## config.mk

```make
export PLATFORM = sky130hd
export DESIGN_NAME = usf_status
export DESIGN_NICKNAME = d
export VERILOG_FILES = /design/src/usf_pkg.sv /design/src/usf_status.sv /design/src/usf_pin_sync.sv
export SDC_FILE = /design/constraint.sdc
export NUM_CORES = 1
export LEC_CHECK = 0
export BUFFER_PORTS_ARGS = -buffer_cell sky130_fd_sc_hd__clkbuf_2
export CAP_MARGIN = 20
export CORE_MARGIN = 1.5
export CORE_UTILIZATION = 49
export DETAILED_ROUTE_END_ITERATION = 6
export PLACE_DENSITY = 0.85
export SYNTH_ARGS = -nofsm -noshare
export SYNTH_HDL_FRONTEND = slang
export SYNTH_HIERARCHICAL = 1
export SYNTH_SLANG_ARGS = --single-unit
export TNS_END_PERCENT = 100
```

## constraint.sdc

```tcl
create_clock -name CLK_SYS -period 1.95 [get_ports CLK_SYS]
set_input_delay 0 -clock CLK_SYS [delete_from_list [all_inputs] [get_ports CLK_SYS]]
set_output_delay 0 -clock CLK_SYS [all_outputs]
set_load 0.01 [all_outputs]
```

## src/usf_pkg.sv

```systemverilog
// Purpose: constants and types for the ultrasonic driver status flag block
// Assumes: one system clock, synchronous active-high reset
// Notes: no register bus; status leaves the block as plain ports
//
// Operation
// - drive_supply_ready is raised once the drive regulator reports its target level.
// - pulse_count_fault is set when a burst ends before the configured pulse count.
// - stuck_drive_fault is set when a drive output fails to toggle while pulsing.
// - nvm_checksum_fault is set when the memory load checksum check fails.
// - the operating state reads 00 listen, 01 burst, 10 standby, 11 sleep.
// - both drive control pin levels are readable status bits.
// - the zero crossing pin level is a readable status bit.
// - the echo interrupt pin level is a readable status bit.
package usf_pkg;

    // ****************************************
    // state codes and widths
    // ****************************************
    typedef enum logic [1:0] {
        USF_LISTEN  = 2'h0,
        USF_BURST   = 2'h1,
        USF_STANDBY = 2'h2,
        USF_SLEEP   = 2'h3
    } usf_state_t;

    localparam int unsigned USF_PULSE_W = 6;
    localparam int unsigned USF_STUCK_W = 8;
    localparam logic [USF_STUCK_W-1:0] USF_STUCK_LIMIT_DEF = 8'hFF;
    localparam int unsigned USF_SYNC_STAGES = 3;
    localparam logic [3:0] USF_PIN_RST = 4'h0;

    typedef struct packed {
        logic drive_supply_ready;
        logic pulse_count_fault;
        logic stuck_drive_fault;
        logic nvm_checksum_fault;
    } usf_err_t;

    typedef struct packed {
        logic drive_ctrl_pin_a;
        logic drive_ctrl_pin_b;
        logic zero_cross_pin;
        logic echo_irq_pin;
    } usf_pins_t;

endpackage

```

## src/usf_status.sv

```systemverilog
`timescale 1ns/10ps
// Purpose: status flags, fault latches, state code and pin readback
// Assumes: burst engine and memory loader run on CLK_SYS; pins are asynchronous
// Notes: a fault clear never hides an event of the same cycle
module usf_status
    import usf_pkg::*;
#(
    parameter logic [USF_STUCK_W-1:0] STUCK_LIMIT = USF_STUCK_LIMIT_DEF
) (
    input wire logic CLK_SYS,                       // 50 MHz system clock
    input wire logic RST,                           // synchronous reset, active high
    input wire logic REG_AT_TARGET,                 // regulator at programmed level
    input wire logic BURST_ACTIVE,                  // burst in progress
    input wire logic PULSE_EDGE,                    // one drive pulse emitted
    input wire logic [usf_pkg::USF_PULSE_W-1:0] PULSE_CFG, // configured pulse count
    input wire logic DRIVE_OUT,                     // drive output level during burst
    input wire logic NVM_LOAD_DONE,                 // memory load finished pulse
    input wire logic NVM_CRC_OK,                    // checksum result with done
    input wire logic SLEEP_REQ,                     // enter sleep
    input wire logic STANDBY_REQ,                   // enter standby
    input wire logic FAULT_CLR,                     // clear all latched faults
    input wire logic DRIVE_CTRL_PIN_A,              // drive control pin a
    input wire logic DRIVE_CTRL_PIN_B,              // drive control pin b
    input wire logic ZERO_CROSS_PIN,                // zero crossing output level
    input wire logic ECHO_IRQ_PIN,                  // echo interrupt output level
    output usf_pkg::usf_err_t ERR_STATUS,           // supply ready and faults
    output usf_pkg::usf_state_t DEV_STATE,          // operating state code
    output usf_pkg::usf_pins_t PIN_STATUS           // pin levels
);
    import usf_pkg::*;

    // ****************************************
    // pin readback
    // ****************************************
    logic [3:0] pins_sync;

    usf_pin_sync #(
        .W(4)
    ) u_sync (
        .clk(CLK_SYS),
        .rst(RST),
        .din({DRIVE_CTRL_PIN_A, DRIVE_CTRL_PIN_B, ZERO_CROSS_PIN, ECHO_IRQ_PIN}),
        .dout(pins_sync)
    );

    always_ff @(posedge CLK_SYS) begin
        if (RST) begin
            PIN_STATUS <= USF_PIN_RST;
        end else begin
            PIN_STATUS.drive_ctrl_pin_a <= pins_sync[3];
            PIN_STATUS.drive_ctrl_pin_b <= pins_sync[2];
            PIN_STATUS.zero_cross_pin <= pins_sync[1];
            PIN_STATUS.echo_irq_pin <= pins_sync[0];
        end
    end

    // ****************************************
    // supply ready
    // ****************************************
    always_ff @(posedge CLK_SYS) begin
        if (RST) begin
            ERR_STATUS.drive_supply_ready <= 1'b0;
        end else begin
            ERR_STATUS.drive_supply_ready <= REG_AT_TARGET;
        end
    end

    // ****************************************
    // pulse counting
    // ****************************************
    logic burst_d;
    logic [USF_PULSE_W-1:0] pulse_cnt;
    logic burst_end;
    logic short_burst;
    logic [USF_PULSE_W:0] pulse_total;

    assign burst_end = burst_d && !BURST_ACTIVE;
    // count the edge landing in the final cycle too; the extra bit keeps a full
    // count plus that edge from wrapping to zero and raising a false fault
    assign pulse_total = {1'b0, pulse_cnt} + (USF_PULSE_W+1)'(PULSE_EDGE);
    assign short_burst = burst_end && (pulse_total < {1'b0, PULSE_CFG});

    always_ff @(posedge CLK_SYS) begin
        if (RST) begin
            burst_d <= 1'b0;
        end else begin
            burst_d <= BURST_ACTIVE;
        end
    end

    always_ff @(posedge CLK_SYS) begin
        if (RST) begin
            pulse_cnt <= '0;
        end else if (!BURST_ACTIVE) begin
            pulse_cnt <= '0;
        end else if (PULSE_EDGE && pulse_cnt != '1) begin
            pulse_cnt <= pulse_cnt + USF_PULSE_W'(1);
        end
    end

    always_ff @(posedge CLK_SYS) begin
        if (RST) begin
            ERR_STATUS.pulse_count_fault <= 1'b0;
        end else if (short_burst) begin
            ERR_STATUS.pulse_count_fault <= 1'b1;
        end else if (FAULT_CLR) begin
            ERR_STATUS.pulse_count_fault <= 1'b0;
        end
    end

    // ****************************************
    // stuck drive detection
    // ****************************************
    // drive output is same-domain logic, so no synchroniser here
    logic drive_d;
    logic [USF_STUCK_W-1:0] still_cnt;
    logic stuck_hit;

    assign stuck_hit = BURST_ACTIVE && (DRIVE_OUT == drive_d) && (still_cnt == STUCK_LIMIT);

    always_ff @(posedge CLK_SYS) begin
        if (RST) begin
            drive_d <= 1'b0;
            still_cnt <= '0;
        end else begin
            drive_d <= DRIVE_OUT;
            if (!BURST_ACTIVE || DRIVE_OUT != drive_d) begin
                still_cnt <= '0;
            end else if (still_cnt != STUCK_LIMIT) begin
                still_cnt <= still_cnt + USF_STUCK_W'(1);
            end
        end
    end

    always_ff @(posedge CLK_SYS) begin
        if (RST) begin
            ERR_STATUS.stuck_drive_fault <= 1'b0;
        end else if (stuck_hit) begin
            ERR_STATUS.stuck_drive_fault <= 1'b1;
        end else if (FAULT_CLR) begin
            ERR_STATUS.stuck_drive_fault <= 1'b0;
        end
    end

    // ****************************************
    // memory checksum
    // ****************************************
    always_ff @(posedge CLK_SYS) begin
        if (RST) begin
            ERR_STATUS.nvm_checksum_fault <= 1'b0;
        end else if (NVM_LOAD_DONE && !NVM_CRC_OK) begin
            ERR_STATUS.nvm_checksum_fault <= 1'b1;
        end else if (FAULT_CLR) begin
            ERR_STATUS.nvm_checksum_fault <= 1'b0;
        end
    end

    // ****************************************
    // operating state
    // ****************************************
    // burst outranks the low power requests so a running burst is always reported
    always_ff @(posedge CLK_SYS) begin
        if (RST) begin
            DEV_STATE <= USF_LISTEN;
        end else if (BURST_ACTIVE) begin
            DEV_STATE <= USF_BURST;
        end else if (SLEEP_REQ) begin
            DEV_STATE <= USF_SLEEP;
        end else if (STANDBY_REQ) begin
            DEV_STATE <= USF_STANDBY;
        end else begin
            DEV_STATE <= USF_LISTEN;
        end
    end
endmodule

```

## src/usf_pin_sync.sv

```systemverilog
`timescale 1ns/10ps
// Purpose: three-stage synchroniser with agreement filter for pin levels
// Assumes: inputs are asynchronous to CLK_SYS
// Notes: output changes only when stages two and three agree
module usf_pin_sync #(
    parameter int unsigned W = 4
) (
    input wire logic clk,          // system clock
    input wire logic rst,          // synchronous reset
    input wire logic [W-1:0] din,  // raw pin levels
    output logic [W-1:0] dout      // filtered levels
);
    logic [W-1:0] s1;
    logic [W-1:0] s2;
    logic [W-1:0] s3;

    always_ff @(posedge clk) begin
        if (rst) begin
            s1 <= '0;
            s2 <= '0;
            s3 <= '0;
        end else begin
            s1 <= din;
            s2 <= s1;
            s3 <= s2;
        end
    end

    // first stage is read only by the second
    always_ff @(posedge clk) begin
        if (rst) begin
            dout <= '0;
        end else begin
            for (int i = 0; i < W; i++) begin
                if (s2[i] == s3[i]) begin
                    dout[i] <= s3[i];
                end
            end
        end
    end
endmodule

```

# Yosys cells after proc, flatten, opt, wreduce, memory -nomap -nowiden
# Cells that the tools add are included.
# classes
add_sub_neg	3
order_cmp	1
eq_ne	9
muxes	7
bitwise	1
reduce_logical	15
# ops
operator	n
8-bit by 1-bit adder with 8-bit output (second input constant)	1
8-bit equality test (second input constant)	1
8-bit inequality test (second input constant)	1
6-bit by 1-bit adder with 7-bit output	1
7-bit by 6-bit less-than comparator with 1-bit output	1
6-bit by 1-bit adder with 6-bit output (second input constant)	1
1-bit logical AND	6
6-bit inequality test (second input constant)	1
2-bit nonzero test	3
2-bit OR reduction	3
1-bit equality test	5
1-bit two-way mux	5
2-bit two-way mux	2
1-bit logical NOT	2
1-bit logical OR	1
1-bit inequality test	1
1-bit inverter	1
# word_totals
ff_bits	42
inputBits	21
output_inout_bits	10
word_cells	57

# Depth between registers and ports, before layout
# depth
depth_word	4
ltp_mapped	9
ltp_nobuf	9

# Cells and area by module
# The synthesis kept the hierarchy.
# by_module_without_submodules
module	instances	cells_per_inst	area_per_inst_um2	seq_area_each_um2
usf_status	1	137	1217.4	520.5
usf_pin_sync	1	41	486.7	320.3

# Worst setup path before layout
# OpenSTA, ideal clock, no wires.
# synth_timing
kind	reg-to-reg
from	reg pulse_cnt[0]
to	reg ERR_STATUS[2] (netlist name)
setup_time_ns	0.069
arrival_ns	1.767
t_required_ns	1.881
setup_slack_ns	0.114
stages_incl_launch_ff	10
path_buffers	0
synth_period_minus_slack_ns	1.836
cell_sequence	dfxtp_1 > ha_1 > nand3_1 > nor2_1 > xor2_1 > ha_1 > or4b_1 > a21oi_1 > o21ai_0 > o21ai_1
# synth_via
elab_chain_len	4
word_cells_on_any_way	5
classes_between	1 x add/sub; 1 x order compare; 1 x mux; 2 x reduce/logical
# synth_lines
element	line_no	text
start: declaration	usf_status.sv:72	logic [USF_PULSE_W-1:0] pulse_cnt;
start signal: assignment	usf_status.sv:97	pulse_cnt <= pulse_cnt + USF_PULSE_W'(1);
6-bit by 1-bit adder with 7-bit output *	usf_status.sv:80	assign pulse_total = {1'b0, pulse_cnt} + (USF_PULSE_W+1)'(PULSE_EDGE);
7-bit by 6-bit less-than comparator with 1-bit output *	usf_status.sv:81	assign short_burst = burst_end && (pulse_total < {1'b0, PULSE_CFG});
1-bit logical AND *	usf_status.sv:81	
1-bit two-way mux or 2-bit nonzero test (tied branches)	-	
end: declaration	usf_status.sv:26	output usf_pkg::usf_err_t ERR_STATUS,
# Mark *: on every way between the ends. The rest lies on a longest branch, timed or not.
# A chain may end at the register's enable or synchronous reset.

# Worst setup path after layout
# Same ends and word-level chain as after synthesis.

==> impl_summary.log <==
INFO  metric outcome = finished clean
INFO  metric wl_per_cell = 10.8 microns
INFO  metric place_congestion = 0.760
INFO  metric syn_area = 0.00170 sq mm
INFO  metric nets = 261
INFO  metric groute.usage.overall = 18.0%
INFO  metric numCtsBuffers = 5
INFO  metric postRouteAntennaNets = 0
INFO  metric io-pin-count = 31
INFO  metric fill_cells = 281
INFO  metric worst_clock_skew = 0.00350 ns
INFO  metric vdd_ir_drop_max = 0.000324 V
INFO  metric max-clock-path-buffers = 2
INFO  metric slew_viol_final = 0
INFO  metric synth_area_leader_cell = dfxtp_1
INFO  metric max_stage_delay = 0.34 ns
INFO  metric share_of_cells_above_drive_strength_1 = 24.3%
INFO  metric via_per_inst = 4.92
INFO  metric critical_path.cell_chain = buf_4 -> ha_1 -> ha_1 -> xor2_1 -> ha_1 -> o21a_1 -> o211ai_1 -> a21oi_1 -> o21ai_1
INFO  metric clk_latency = 0.35 ns
INFO  metric finalCriticalPeriod = 1.82 ns
INFO  metric die_width = 62.0 microns
INFO  metric drt_first_pass_iters = 4
INFO  metric critical_path_s_top_delay_family = adder cells
INFO  metric antenna-diode-count = 0
INFO  metric worstHoldPathType = primary input to register
INFO  metric power.leakage = 0.939 nW
INFO  metric postSynthRegisterBits = 42
INFO  metric sequential_cell_area = 842 sq um
INFO  metric cp_data_required_time = 2.24 ns
INFO  metric critical-path-top-cell-by-count = ha_1
INFO  metric final-hold-violation-count = 0
INFO  metric antenna_found_initial = 0
INFO  metric layout.core_utilization = 63.6%
INFO  metric timing.critical_path.arrival = 2.11 ns
INFO  metric grt_pass1_vias = 1,297
INFO  metric synth.top_cells.by_area = dfxtp_1 (49%), ha_1 (7.3%), nor2_1 (3.7%)
INFO  metric initial_utilization = 51.1%
INFO  metric cp_max_fo = 4
INFO  metric setup_violating_endpoint_count_in_the_final_report = 0
INFO  metric tightest_slew = 0.426 ns
INFO  metric crit_buf_inv = 1
INFO  metric path_class = register to register
INFO  metric detailedRoute.firstIterationViolations = 15
INFO  metric yosys.cell_types.count = 33
INFO  metric report.power.total = 0.00139 W
INFO  metric syn-num-nets = 209
INFO  metric via_count = 1,359
INFO  metric synthToLayoutAreaGrowth = 24.6%
INFO  metric cts_root_buf = clkbuf_4
INFO  metric grt_max_degree = 27
INFO  metric yosys_warnings = 6
INFO  metric worst-r2r-setup-slack = 0.13 ns
INFO  metric count_of_input_and_output_buffers = 30
INFO  metric timing.slew.headroom = 71.3%
INFO  metric max_freq = 549 MHz
INFO  metric post-route-drc-count = 0
INFO  metric fp-row-count = 21
INFO  metric design.die.area = 0.00384 sq mm
INFO  metric critical_path.endpoint_type = register
INFO  metric finalCritPeriodShare = 93.4%
INFO  metric yosysTopAreaCellShare = 49.3%
INFO  metric tritoncts = yes
INFO  metric gr-total-overflow = 0
INFO  metric routed_wl = 2.99 mm
INFO  metric post_synth_inst_count = 178
INFO  metric dpl.hpwl = 2.07 mm
INFO  metric power_per_cell_area = 657 mW/mm^2
INFO  metric clock_tree.htree_level_count = 2
INFO  metric clk_pin_slew = 0.11 ns
INFO  metric synth_area_per_cell = 9.57 sq um
INFO  metric cts_sinks = 42
INFO  metric slowest_stage = dfxtp_2
INFO  metric max_cap_violations = 0
INFO  metric die_h = 62.0 microns
INFO  metric critPathLaunchType = register
INFO  metric ys_seq_area_share = 49.3%
INFO  metric area_of_the_multi_input_gates = 810 sq um
INFO  metric grt_pass1_wl = 5.02 mm
INFO  metric core_area = 0.00334 sq mm
==> routing by layer <==
layer | track usage, % | up-vias | share of wire (%)
li1 | - | 711 | -
met1 | 18.5 | 612 | 43
met2 | 31.8 | 24 | 49
met3 | 4.76 | 12 | 4.2
met4 | 12.2 | 0 | 3.7
met5 | 0 | - | 0
==> where the power goes <==
part | internal, W | switching [W] | total [W]
Clock | 0.000130 | 0.000264 | 0.000394
Sequential | 0.000879 | 0.00000839 | 0.000887
Combinational | 0.0000641 | 0.0000498 | 0.000114
Total | 0.00107 | 0.000322 | 0.00139
==> Yosys cell counts, drive strengths merged <==
cell type and instances:
and3 2, xor2 5, or2b 1, o21ai 11, and4 2, nor2 17
nand2 12, inv 9, ha 10, mux2i 2, o2111ai 1, a211oi 2
a32o 1, and2b 6, nand2b 2, nor4b 1, o21a 1, o211ai 4
xnor2 3, a31oi 2, or4b 1, nand3 6, nor2b 12, nor3 7
clkbuf 1, nand4 3, dfxtp 42, a21oi 9, buf 3
==> layout by cell type (no fill, tap or decap), types with 2 or more instances in the layout <==
cell type | synthesis | final
nand4_1 | 3 | 3
nor2b_2 | 4 | 4
xor2_1 | 5 | 5
xnor2_1 | 3 | 3
dfxtp_1 | 42 | 41
and4_1 | 2 | 2
and3_1 | 2 | 2
o21ai_0 | 10 | 9
o21ai_1 | 1 | 2
a21oi_1 | 9 | 9
nor2b_1 | 8 | 8
a211oi_1 | 2 | 2
a31oi_1 | 2 | 2
nand2b_1 | 2 | 2
inv_1 | 9 | 9
mux2i_1 | 2 | 2
o211ai_1 | 4 | 4
clkbuf_4 | 0 | 5
and2b_2 | 6 | 6
buf_4 | 1 | 6
dlygate4sd3_1 | 0 | 13
nor3_1 | 7 | 7
ha_1 | 10 | 10
nor2_1 | 17 | 16
nand2_1 | 12 | 12
clkinv_2 | 0 | 2
nand3_1 | 6 | 5
clkbuf_2 | 0 | 29
==> final cells by class <==
class,instances,share of cell area (%)
clock buffer,5,1.77
clock inverter,2,0.471
inverter,9,1.59
multi-input combinational,123,38.1
sequential,42,39.7
tap,46,2.71
timing repair buffer,49,15.7
==> state kept, by name, summed over array words and instances (netlist names) <==
signal and flops:
PIN_STATUS 4, DEV_STATE 2, u_sync/s1 4, pulse_cnt 6, u_sync/s3 4, ERR_STATUS 4, still_cnt 8, u_sync/dout 4
drive_d 1, u_sync/s2 4, burst_d 1
==> through the flow <==
stage	setup WS [ns]	area, sq um	hold slack (ns)	TNS [ns]	cells
global placement	0.152	1920	0.215	0	255
finish	0.129	2120	0.00709	0	276
CTS	0.0289	2110	0.00344	0	276
floorplan	0.114	1700	0.0793	0	178
global route	-0.00123	2120	0.0224	-0.00123	276
detailed placement	0.0829	1920	0.218	0	255
==> tightest hold or removal path, cell delays in order <==
cell	delay [ns]
clkbuf_2	0.11
or2b_4	0.16
nor2_1	0.05
==> cell families (layout without fill, tap and decap cells) <==
logic type,Yosys count,count (layout),synth area share [%]
simple gates,72,72,23.6
flops,42,42,49.3
compound gates,31,31,10.8
buf+inv,13,65,3.60
fa+ha+maj,10,10,7.34
xor+xnor,8,8,4.11
mux,2,2,1.17
==> repair_timing <==
item,in CTS,in global routing
hold buffers,14,0
hold endpoints to repair,11,0
setup endpoints to repair,0,1
resized for setup,0,5
setup buffers,0,1
==> worst paths after layout <==
| check | start | endpoint | cells after the start |
|---|---|---|---|
| max | pulse_cnt[0] | ERR_STATUS[2] | 9 |
| min | RST | pulse_cnt[0] | 3 |
| max reg2reg | pulse_cnt[0] | ERR_STATUS[2] | 9 |
| min reg2reg | ERR_STATUS[2] | ERR_STATUS[2] | 2 |
Note: power is estimated with default switching activity, not from simulation.
